===== src/design/depc_pkg.sv =====
`default_nettype none
package depc_pkg;
   localparam int CW = 24;
   // Register indices; byte address is four times the index
   localparam logic [5:0] IDX_MAIN_STATUS   = 6'h14;
   localparam logic [5:0] IDX_MAIN_SNAPSHOT = 6'h15;
   localparam logic [5:0] IDX_MAIN_RELOAD   = 6'h16;
   localparam logic [5:0] IDX_MAIN_COMMAND  = 6'h17;
   localparam logic [5:0] IDX_AUX_STATUS    = 6'h1E;
   localparam logic [5:0] IDX_AUX_SNAPSHOT  = 6'h1F;
   localparam logic [5:0] IDX_AUX_RELOAD    = 6'h20;
   localparam logic [5:0] IDX_AUX_COMMAND   = 6'h21;
   localparam logic [5:0] IDX_POINTER       = 6'h27;
   // Field position within a channel's block of seven registers
   typedef enum logic [2:0] {
      F_STATUS   = 3'h0,
      F_SNAPSHOT = 3'h1,
      F_RELOAD   = 3'h2,
      F_COMMAND  = 3'h3,
      F_INPUT    = 3'h4,
      F_OUTPUT   = 3'h5,
      F_QUAD     = 3'h6
   } depc_field_type;
   localparam logic [2:0] FIELD_COUNT = 3'h7;
   // Command bits
   localparam int CMD_PTR_CLR   = 0;
   localparam int CMD_SNAP      = 1;
   localparam int CMD_CLEAR     = 2;
   localparam int CMD_LOAD      = 3;
   localparam int CMD_MATCH_CLR = 4;
   localparam int CMD_MASTER    = 5;
   // Input setup bits
   localparam int IN_DIR_MODE   = 0;
   localparam int IN_INC        = 1;
   localparam int IN_DEC        = 2;
   localparam int IN_ENABLE     = 3;
   localparam int IN_STROBE_SNAP = 5;
   // Output setup bits
   localparam int OUT_NORECYCLE = 1;
   localparam int OUT_DIVN      = 2;
   localparam int OUT_SEL_LO    = 4;
   typedef enum logic [1:0] {
      SEL_EVENT_N  = 2'h0,
      SEL_TOGGLES  = 2'h1,
      SEL_EVENT    = 2'h2,
      SEL_MATCH    = 2'h3
   } depc_outsel_type;
   // Quadrature modes
   typedef enum logic [1:0] {
      Q_OFF = 2'h0,
      Q_X1  = 2'h1,
      Q_X2  = 2'h2,
      Q_X4  = 2'h3
   } depc_quad_type;
   // Reset values, count maximum, last pointer value and status ones
   localparam logic [CW-1:0] RELOAD_RST = 24'hFFFFFF;
   localparam logic [CW-1:0] COUNT_MAX  = 24'hFFFFFF;
   localparam logic [2:0]    STATUS_ONES = 3'h7;
   localparam logic [1:0]    PTR_LAST   = 2'h2;
endpackage
`default_nettype wire


===== src/design/depc_top.sv =====
// Local design decision: the APB interface to the registers.
`default_nettype none
module depc_top (
   // Clock and reset
   input  wire  logic        CLK,
   input  wire  logic        RST,
   // APB slave
   input  wire  logic        PSEL,
   input  wire  logic        PENABLE,
   input  wire  logic        PWRITE,
   input  wire  logic [7:0]  PADDR,
   input  wire  logic [31:0] PWDATA,
   output var   logic [31:0] PRDATA,
   output var   logic        PREADY,
   output var   logic        PSLVERR,
   // Main encoder channel
   input  wire  logic        MAIN_ENC_A,
   input  wire  logic        MAIN_ENC_B,
   input  wire  logic        MAIN_STROBE_INPUT_N,
   output var   logic        MAIN_PULSE_OUT,
   output var   logic        MAIN_TOGGLE_OUT,
   // Auxiliary encoder channel
   input  wire  logic        AUX_ENC_A,
   input  wire  logic        AUX_ENC_B,
   input  wire  logic        AUX_STROBE_INPUT_N,
   output var   logic        AUX_PULSE_OUT,
   output var   logic        AUX_TOGGLE_OUT
);
   localparam int CW = depc_pkg::CW;

   ////////////////////////////////////////////////////////////////////////
   // Functions

   // Block decode: hit flag and field within one channel
   function automatic logic [3:0] fdec(input logic [5:0] idx,
                                       input logic [5:0] base);
      logic [5:0] off;
      off = idx - base;
      fdec = {off < {3'h0, depc_pkg::FIELD_COUNT}, off[2:0]};
   endfunction

   // Quadrature step: {valid, up}
   function automatic logic [1:0] qstep(input logic [1:0] m,
                                        input logic       ap,
                                        input logic       bp,
                                        input logic       a,
                                        input logic       b);
      logic ea;
      logic eb;
      ea = ap ^ a;
      eb = bp ^ b;
      case (m)
         depc_pkg::Q_X1: qstep = {ea & ~b, a};
         depc_pkg::Q_X2: qstep = {ea, a ^ b};
         depc_pkg::Q_X4: qstep = {ea ^ eb, a ^ bp};
         default:        qstep = 2'h0;
      endcase
   endfunction

   ////////////////////////////////////////////////////////////////////////
   // APB access and decode

   logic              pready_reg;
   logic              pslverr_reg;
   logic [31:0]       prdata_reg;
   logic              acc;
   logic              take;
   logic              wr_take;
   logic              rd_take;
   logic [5:0]        idx;
   logic              ptr_hit;
   logic              bad_addr;
   logic [31:0]       rdata_next;

   assign acc     = PSEL & PENABLE;
   assign take    = acc & pready_reg & ~bad_addr; // Refused access: no effect
   assign wr_take = take & PWRITE;
   assign rd_take = take & ~PWRITE;
   assign idx     = PADDR[7:2];
   assign ptr_hit = idx == depc_pkg::IDX_POINTER;

   ////////////////////////////////////////////////////////////////////////
   // Channel state

   logic [CW-1:0] cnt_reg    [2];
   logic [CW-1:0] cnt_next   [2];
   logic [CW-1:0] snap_reg   [2];
   logic [CW-1:0] snap_next  [2];
   logic [CW-1:0] rld_reg    [2];
   logic [CW-1:0] rld_next   [2];
   logic [7:0]    inset_reg  [2];
   logic [7:0]    inset_next [2];
   logic [7:0]    outset_reg [2];
   logic [7:0]    outset_next[2];
   logic [1:0]    quad_reg   [2];
   logic [1:0]    quad_next  [2];
   logic [1:0]    ptr_reg    [2];
   logic [1:0]    ptr_next   [2];
   logic [1:0]    bt_reg;
   logic [1:0]    bt_next;
   logic [1:0]    ct_reg;
   logic [1:0]    ct_next;
   logic [1:0]    mt_reg;
   logic [1:0]    mt_next;
   logic [1:0]    sign_reg;
   logic [1:0]    sign_next;
   logic [1:0]    dir_reg;
   logic [1:0]    dir_next;
   logic [1:0]    halt_reg;
   logic [1:0]    halt_next;
   logic [1:0]    pulse_reg;
   logic [1:0]    pulse_next;
   logic [1:0]    tog_reg;
   logic [1:0]    tog_next;
   logic [1:0]    a_m_reg;
   logic [1:0]    a_s_reg;
   logic [1:0]    a_p_reg;
   logic [1:0]    b_m_reg;
   logic [1:0]    b_s_reg;
   logic [1:0]    b_p_reg;
   logic [1:0]    st_m_reg;
   logic [1:0]    st_s_reg;
   logic [7:0]    status   [2];
   logic [3:0]    dec      [2];
   logic [1:0]    chit;

   logic [1:0]    pin_a;
   logic [1:0]    pin_b;
   logic [1:0]    pin_st;

   assign pin_a  = {AUX_ENC_A, MAIN_ENC_A};
   assign pin_b  = {AUX_ENC_B, MAIN_ENC_B};
   assign pin_st = {AUX_STROBE_INPUT_N, MAIN_STROBE_INPUT_N};

   assign dec[0] = fdec(idx, depc_pkg::IDX_MAIN_STATUS);
   assign dec[1] = fdec(idx, depc_pkg::IDX_AUX_STATUS);
   assign chit   = {dec[1][3], dec[0][3]};

   assign bad_addr = (PADDR[1:0] != 2'h0) | ~(|chit | ptr_hit);

   ////////////////////////////////////////////////////////////////////////
   // Per-channel counting and command logic

   for (genvar c = 0; c < 2; c++) begin : g_ch
      logic [2:0]    fld;
      logic          wsel;
      logic          wcmd;
      logic [7:0]    cmd;
      logic          master;
      logic          cmd_clr;
      logic          cmd_load;
      logic          cmd_snap;
      logic          st_low;
      logic          st_load;
      logic          st_snap;
      logic          cnt_cmd;
      logic [1:0]    q;
      logic          ra;
      logic          rb;
      logic          src_v;
      logic          src_up;
      logic          man_inc;
      logic          man_dec;
      logic          step;
      logic          up;
      logic [CW-1:0] cnt_step;
      logic          carry;
      logic          borrow;
      logic          match;
      logic          ext_c;
      logic          ext_b;
      logic          divn;
      logic          norec;
      logic [1:0]    sel;

      assign fld  = dec[c][2:0];
      assign wsel = wr_take & chit[c];
      assign wcmd = wsel & (fld == depc_pkg::F_COMMAND);
      // Top two bits only address the register inside the counter
      assign cmd  = wcmd ? {2'h0, PWDATA[5:0]} : 8'h00;

      assign master   = cmd[depc_pkg::CMD_MASTER];
      assign cmd_clr  = cmd[depc_pkg::CMD_CLEAR];
      assign cmd_load = cmd[depc_pkg::CMD_LOAD];
      assign cmd_snap = cmd[depc_pkg::CMD_SNAP];

      // Strobe is a level: held low keeps loading or snapshotting
      assign st_low  = ~st_s_reg[c];
      assign st_snap = st_low & inset_reg[c][depc_pkg::IN_STROBE_SNAP];
      assign st_load = st_low & ~inset_reg[c][depc_pkg::IN_STROBE_SNAP];
      assign cnt_cmd = master | cmd_clr | cmd_load | st_load;

      // Count sources
      assign q  = qstep(quad_reg[c], a_p_reg[c], b_p_reg[c],
                        a_s_reg[c], b_s_reg[c]);
      assign ra = a_s_reg[c] & ~a_p_reg[c];
      assign rb = b_s_reg[c] & ~b_p_reg[c];
      assign src_v = (quad_reg[c] != depc_pkg::Q_OFF) ? q[1] :
                     inset_reg[c][depc_pkg::IN_DIR_MODE] ? ra : ra ^ rb;
      assign src_up = (quad_reg[c] != depc_pkg::Q_OFF) ? q[0] :
                      inset_reg[c][depc_pkg::IN_DIR_MODE] ? ~b_s_reg[c] :
                      ra;
      assign man_inc = wsel & (fld == depc_pkg::F_INPUT)
                       & PWDATA[depc_pkg::IN_INC];
      assign man_dec = wsel & (fld == depc_pkg::F_INPUT)
                       & PWDATA[depc_pkg::IN_DEC];
      assign step = ~cnt_cmd & ((man_inc ^ man_dec) |
                    (src_v & inset_reg[c][depc_pkg::IN_ENABLE]
                     & ~halt_reg[c]));
      assign up   = (man_inc ^ man_dec) ? man_inc : src_up;

      assign cnt_step = up ? cnt_reg[c] + 24'h000001
                           : cnt_reg[c] - 24'h000001;
      assign carry  = step & up & (cnt_reg[c] == depc_pkg::COUNT_MAX);
      assign borrow = step & ~up & (cnt_reg[c] == '0);
      assign match  = step & (cnt_step == rld_reg[c]);

      assign divn  = outset_reg[c][depc_pkg::OUT_DIVN];
      assign norec = outset_reg[c][depc_pkg::OUT_NORECYCLE];
      // Non-recycle mode keeps carry and borrow off the pins, except through the SEL_TOGGLES flags
      assign ext_c = carry & ~norec;
      assign ext_b = borrow & ~norec;

      // Counter: clear then load, so bits 2 and 3 together give reload
      assign cnt_next[c] =
         master               ? '0 :
         cmd_load             ? rld_reg[c] :
         cmd_clr              ? '0 :
         st_load              ? rld_reg[c] :
         (step & divn & (carry | borrow)) ? rld_reg[c] :
         step                 ? cnt_step : cnt_reg[c];

      assign halt_next[c] = cnt_cmd ? 1'b0 :
                            halt_reg[c] | (norec & (carry | borrow));

      // Snapshot taken from the counter before this cycle's changes
      assign snap_next[c] = (cmd_snap | st_snap) ? cnt_reg[c]
                                                 : snap_reg[c];

      assign rld_next[c] =
         master ? depc_pkg::RELOAD_RST :
         (wsel & (fld == depc_pkg::F_RELOAD)) ? PWDATA[CW-1:0] :
         rld_reg[c];

      assign inset_next[c] = master ? 8'h00 :
         (wsel & (fld == depc_pkg::F_INPUT)) ? PWDATA[7:0] : inset_reg[c];
      assign outset_next[c] = master ? 8'h00 :
         (wsel & (fld == depc_pkg::F_OUTPUT)) ? PWDATA[7:0] : outset_reg[c];
      assign quad_next[c] = master ? 2'h0 :
         (wsel & (fld == depc_pkg::F_QUAD)) ? PWDATA[1:0] : quad_reg[c];

      // Byte pointer: steps per reload write or snapshot read
      assign ptr_next[c] =
         (master | cmd[depc_pkg::CMD_PTR_CLR]) ? 2'h0 :
         ((wsel & (fld == depc_pkg::F_RELOAD)) |
          (rd_take & chit[c] & (fld == depc_pkg::F_SNAPSHOT))) ?
            ((ptr_reg[c] == depc_pkg::PTR_LAST) ? 2'h0
                                                : ptr_reg[c] + 2'h1) :
         ptr_reg[c];

      // Toggles: a match clear and a match in one cycle leave the match flag set
      assign bt_next[c] = ~(master | cmd_clr) & bt_reg[c] ^ borrow;
      assign ct_next[c] = ~(master | cmd_clr) & ct_reg[c] ^ carry;
      assign mt_next[c] = ~(master | cmd[depc_pkg::CMD_MATCH_CLR])
                          & mt_reg[c] ^ match;
      assign sign_next[c] = (master | cmd_clr) ? 1'b1 :
                            carry ? 1'b1 : borrow ? 1'b0 : sign_reg[c];
      assign dir_next[c]  = step ? up : dir_reg[c];

      assign status[c] = {depc_pkg::STATUS_ONES,
         (quad_reg[c] == depc_pkg::Q_OFF) ? 1'b1 : dir_reg[c],
         sign_reg[c], mt_reg[c], ct_reg[c], bt_reg[c]};

      // Pin selection
      assign sel = outset_reg[c][depc_pkg::OUT_SEL_LO +: 2];
      always_comb begin
         case (sel)
            depc_pkg::SEL_EVENT_N: begin
               pulse_next[c] = ~ext_c;
               tog_next[c]   = ~ext_b;
            end
            depc_pkg::SEL_TOGGLES: begin
               pulse_next[c] = ct_next[c];
               tog_next[c]   = bt_next[c];
            end
            depc_pkg::SEL_EVENT: begin
               pulse_next[c] = ext_c;
               tog_next[c]   = ext_b;
            end
            depc_pkg::SEL_MATCH: begin
               pulse_next[c] = ~match;
               tog_next[c]   = mt_next[c];
            end
            default: begin
               pulse_next[c] = 1'b1;
               tog_next[c]   = 1'b1;
            end
         endcase
      end
   end

   ////////////////////////////////////////////////////////////////////////
   // Read data; write-only registers read as zero

   always_comb begin
      rdata_next = 32'h00000000;
      if (ptr_hit) begin
         rdata_next = {28'h0000000, ptr_reg[1], ptr_reg[0]};
      end else begin
         for (int c = 0; c < 2; c++) begin
            if (chit[c] && dec[c][2:0] == depc_pkg::F_STATUS) begin
               rdata_next = {24'h000000, status[c]};
            end
            if (chit[c] && dec[c][2:0] == depc_pkg::F_SNAPSHOT) begin
               rdata_next = {8'h00, snap_reg[c]};
            end
         end
      end
   end

   ////////////////////////////////////////////////////////////////////////
   // Registers

   // One wait state; read data caught in the first access cycle
   always_ff @(posedge CLK or posedge RST) begin
      if (RST) begin
         pready_reg  <= 1'b0;
         pslverr_reg <= 1'b0;
         prdata_reg  <= 32'h00000000;
      end else begin
         pready_reg  <= acc & ~pready_reg;
         pslverr_reg <= acc & ~pready_reg & bad_addr;
         prdata_reg  <= (acc & ~pready_reg & ~PWRITE & ~bad_addr) ? rdata_next
                                                      : 32'h00000000;
      end
   end

   // Pins pass two flops before use
   always_ff @(posedge CLK or posedge RST) begin
      if (RST) begin
         a_m_reg  <= 2'h0;
         a_s_reg  <= 2'h0;
         a_p_reg  <= 2'h0;
         b_m_reg  <= 2'h0;
         b_s_reg  <= 2'h0;
         b_p_reg  <= 2'h0;
         st_m_reg <= 2'h3;
         st_s_reg <= 2'h3;
      end else begin
         a_m_reg  <= pin_a;
         a_s_reg  <= a_m_reg;
         a_p_reg  <= a_s_reg;
         b_m_reg  <= pin_b;
         b_s_reg  <= b_m_reg;
         b_p_reg  <= b_s_reg;
         st_m_reg <= pin_st;
         st_s_reg <= st_m_reg;
      end
   end

   // Reset state matches a master reset, except snap_reg, which a master reset keeps
   always_ff @(posedge CLK or posedge RST) begin
      if (RST) begin
         for (int c = 0; c < 2; c++) begin
            cnt_reg[c]    <= '0;
            snap_reg[c]   <= '0;
            rld_reg[c]    <= depc_pkg::RELOAD_RST;
            inset_reg[c]  <= 8'h00;
            outset_reg[c] <= 8'h00;
            quad_reg[c]   <= 2'h0;
            ptr_reg[c]    <= 2'h0;
         end
      end else begin
         for (int c = 0; c < 2; c++) begin
            cnt_reg[c]    <= cnt_next[c];
            snap_reg[c]   <= snap_next[c];
            rld_reg[c]    <= rld_next[c];
            inset_reg[c]  <= inset_next[c];
            outset_reg[c] <= outset_next[c];
            quad_reg[c]   <= quad_next[c];
            ptr_reg[c]    <= ptr_next[c];
         end
      end
   end

   always_ff @(posedge CLK or posedge RST) begin
      if (RST) begin
         bt_reg    <= 2'h0;
         ct_reg    <= 2'h0;
         mt_reg    <= 2'h0;
         sign_reg  <= 2'h3;
         dir_reg   <= 2'h3;
         halt_reg  <= 2'h0;
         pulse_reg <= 2'h3;
         tog_reg   <= 2'h3;
      end else begin
         bt_reg    <= bt_next;
         ct_reg    <= ct_next;
         mt_reg    <= mt_next;
         sign_reg  <= sign_next;
         dir_reg   <= dir_next;
         halt_reg  <= halt_next;
         pulse_reg <= pulse_next;
         tog_reg   <= tog_next;
      end
   end

   assign PRDATA          = prdata_reg;
   assign PREADY          = pready_reg;
   assign PSLVERR         = pslverr_reg;
   assign MAIN_PULSE_OUT  = pulse_reg[0];
   assign MAIN_TOGGLE_OUT = tog_reg[0];
   assign AUX_PULSE_OUT   = pulse_reg[1];
   assign AUX_TOGGLE_OUT  = tog_reg[1];

endmodule
`default_nettype wire


===== config.mk =====
export PLATFORM = sky130hd
export DESIGN_NAME = depc_top
export DESIGN_NICKNAME = d
export VERILOG_FILES = /design/src/design/depc_pkg.sv /design/src/design/depc_top.sv
export SDC_FILE = /design/constraint.sdc
export NUM_CORES = 1
export LEC_CHECK = 0
export BUFFER_PORTS_ARGS = -buffer_cell sky130_fd_sc_hd__buf_2
export CAP_MARGIN = 20
export CORE_ASPECT_RATIO = 0.75
export CORE_UTILIZATION = 40
export CTS_CLUSTER_DIAMETER = 30
export CTS_CLUSTER_SIZE = 30
export DETAILED_ROUTE_END_ITERATION = 8
export GPL_ROUTABILITY_DRIVEN = 0
export PLACE_DENSITY = 0.55
export SETUP_SLACK_MARGIN = 0.02
export SYNTH_ARGS = -nofsm -noshare
export SYNTH_HDL_FRONTEND = slang
export SYNTH_SLANG_ARGS = --single-unit

===== constraint.sdc =====
create_clock -name CLK -period 21.1 [get_ports CLK]
set_clock_uncertainty 0.1 [all_clocks]
set_input_delay 2.11 -clock CLK [delete_from_list [all_inputs] [get_ports CLK]]
set_output_delay 2.11 -clock CLK [all_outputs]
set_load 0.005 [all_outputs]

==> impl_metrics.yaml <==
pwr:
  power_frac_clock_pct: 37.3
  vdd.ir_drop.worst_v: 0.0000699
  fraction_of_power_consumed_by_sequential_logic_pct: 25.7
  p_switching_mw: 0.796
  internal_power_mw: 1.34
  power_per_cell_area_nw_per_um2: 131
  combinationalPowerShare_pct: 37.0
  static-leakage-power_nw: 7.14
  power_switching_share_pct: 37.3
worst_setup_path:
  timing.critical_path.to_type: "flop"
  crit_fanout: 25
  cp_cell_sequence: "buf_2 -> ha_1 -> and3b_1 -> o2111ai_1 -> a221o_1 -> o41a_1 -> o22a_2 -> inv_2 -> ha_1 -> a21oi_1 -> nor2_1 -> a211oi_1 -> a211o_1 -> a21oi_1 -> o41ai_1 -> xnor3_1 -> nand2b_1 -> nor4_2 -> xnor2_1 -> o21ba_1"
  launch_instance_of_the_worst_register_to_register_path: "a_s_reg[1]"
  cpMaxStageDelayCell: "sky130_fd_sc_hd__nor4_2"
  path_depth: 20
  critical_path.top_delay_family: "compound AO/OA/AOI/OAI gates"
  cp_data_required_time_ps: 21480
  critical_path_class: "in -> reg"
  regToRegSetupSlack_ps: 15090
  critical_path.max_stage_delay_ps: 640
  critical_path.startpoint_type: "input pin"
  cp_num_buf_inv: 2
  startpoint: "PADDR[4]"
  r2r_cells: 19
  cp_data_arrival_time_ps: 8250
die:
  dieWidth_um: 217
  placement_rows: 58
  initial_utilization_pct: 41.1
  vertical_extent_of_the_die_um: 164
  i_o_pin_cnt: 89
  core_region_area_sq_um: 33900
  die_area_sq_um: 35600
cells_and_area:
  drive_gt1_share_pct: 19.7
  final_net_count: 1670
  mostFrequentLayoutCell: "sky130_fd_sc_hd__nand2_1"
  fillCellCount: 3243
  most-common-layout-cells: "sky130_fd_sc_hd__nand2_1, sky130_fd_sc_hd__dfrtp_1, sky130_fd_sc_hd__nor2_1"
  antennaDiodeCount: 0
  post-route-util_pct: 48.2
  areaGrowthSynthToFinish_pct: 17.4
clocking:
  post_cts.resized_instances: 0
  cts_inserted_buffers: 48
  clk-insertion-delay-late_ps: 550
  clkSinkCount: 224
  tritoncts: "done"
  postCtsSetupRepairBufs: 0
  path_clk_slew_ps: 50
  clk_path_buf_depth: 3
  ctsRootBufferMaster: "sky130_fd_sc_hd__clkbuf_16"
  cts_hold_repair.buffers: 0
  ctsHtreeMaxLevel: 2
global_routing:
  grt_antenna_before_repair: 1
  grt-ovfl-total: 0
  grt_pass1_wl_mm: 66.4
  grt_max_degree: 89
  track_usage_pct: 24.2
  via_count_of_the_first_global_routing_pass: 11300
synthesis:
  synth_edf_count: 0
  yosys_warnings: 0
  synth-seq-cells: 224
  post_synth_instance_area_sq_um: 13900
  ys_types: 93
  postSynthAreaPerCell_sq_um: 9.24
  synth_top_flop_cell: "sky130_fd_sc_hd__dfrtp_1"
  synth_top_cell_area_share_pct: 29.5
  postSynthCellCount: 1507
  netlist_top_cells_area: "sky130_fd_sc_hd__dfrtp_1, sky130_fd_sc_hd__dfstp_2, sky130_fd_sc_hd__nand2_1"
  fraction_of_the_yosys_area_taken_by_sequential_cells_pct: 40.8
  synthArstFlopShare_pct: 100
  synthDominantAreaCellType: "sky130_fd_sc_hd__dfrtp_1"
sta:
  rsz0062_at_grt: "no"
  report.final.slew_viol_count: 0
  slew-limit-headroom_pct: 29.2
  layout_min_cycle_time_ps: 7870
  pin_slew_with_the_least_headroom_to_its_limit_ps: 1060
  fmax_mhz: 127
  setup_viol_count_final: 0
  total_negative_slack_for_setup_checks_ps: 0
  final_critical_path_share_of_the_clock_period_pct: 37.3
  finalHoldViolCount: 0
placed_design:
  hpwl_mm: 30.6
  port_buffers: 72
route:
  vias_per_cell: 5.86
  drt-total-wl_mm: 42.7
  detail_route.iter0.violations: 1108
  wl_per_cell_um: 20.8
  drt-pass1-iter-count: 5
  via_count: 12000
  antenna_left: 0
  remaining_drc_errors: 0
run:
  maxCapViolations: 0
hold_path:
  timing.hold.worst.start: "a_m_reg[0]"
  min_path_cells: 0
  hp-class: "reg -> reg"
outcome:
  run_status: "finished, final reports clean"
-- layout make-up --
| type | instances | area [sq um] | area share, % |
|---|---|---|---|
| inverters | 40 | 158 | 0.964 |
| repair buffers | 86 | 505 | 3.09 |
| multi-input cells | 1164 | 7720 | 47.3 |
| clock buffers | 60 | 1310 | 7.99 |
| flip-flops and latches | 224 | 5680 | 34.7 |
| clock inverters | 28 | 409 | 2.50 |
| well taps | 450 | 563 | 3.44 |
-- worst paths after layout --
path                                     to
worst max-delay path             tog_reg[1]
worst min register to register   a_s_reg[0]
worst min-delay path             a_s_reg[0]
worst max register to register   tog_reg[1]
max in group asynchronous       cnt_reg[13]
min in group asynchronous        a_m_reg[1]
-- through the flow --
step / hold slack [ps] / instances / cell area [sq um] / setup slack, ps / power, mW
finish: 245 / 2052 / 16300 / 13230 / 2.14
global route: 250 / 2052 / 16300 / 12920 / 2.25
CTS: 247 / 2051 / 16300 / 13330 / 2.13
detailed placement: 236 / 1963 / 14600 / 12800 / 1.33
global placement: 234 / 1962 / 14600 / 12860 / 1.32
floorplan: 231 / 1514 / 13900 / 12850 / 1.14
-- kinds of logic after synthesis --
kind of cell / share of synthesized area, %
mux: 4.65
flops: 40.8
other cells: 0.0269
compound gates: 18.2
simple gates: 20.0
fa+ha+maj: 5.05
buf+inv: 4.05
xor+xnor: 7.19
-- power by group through the flow --
stage | clock network (mW) | registers [mW] | logic [mW]
CTS | 0.807 | 0.547 | 0.781
floorplan | 0 | 0.517 | 0.619
global placement | 0 | 0.553 | 0.767
global route | 0.831 | 0.554 | 0.866
detailed placement | 0 | 0.554 | 0.773
finish | 0.796 | 0.549 | 0.791
-- cells in the mapped netlist (20+ instances only) --
cell type and instances:
sky130_fd_sc_hd__nand3_1 68, sky130_fd_sc_hd__dfrtp_1 164, sky130_fd_sc_hd__nand4_1 31, sky130_fd_sc_hd__nor4_1 26, sky130_fd_sc_hd__xnor2_1 49, sky130_fd_sc_hd__a21oi_1 71, sky130_fd_sc_hd__o21ai_0 49, sky130_fd_sc_hd__nor3_1 28
sky130_fd_sc_hd__clkbuf_1 61, sky130_fd_sc_hd__a22oi_1 56, sky130_fd_sc_hd__inv_1 39, sky130_fd_sc_hd__ha_1 53, sky130_fd_sc_hd__nand2_1 207, sky130_fd_sc_hd__nor2_1 121, sky130_fd_sc_hd__o21ai_1 28, sky130_fd_sc_hd__nand2b_1 20
sky130_fd_sc_hd__mux2_2 45, sky130_fd_sc_hd__dfstp_2 60, sky130_fd_sc_hd__xor2_1 38
-- layer usage --
layer | GRT usage [%] | vias to the layer above | part of all wire, %
met5 | 0 | - | 0
met2 | 35.1 | 428 | 43
met1 | 36.7 | 5917 | 48
met3 | 3.97 | 66 | 6.9
met4 | 6.24 | 0 | 2.1
li1 | - | 5606 | -
Note: power is estimated with default switching activity, not from simulation.
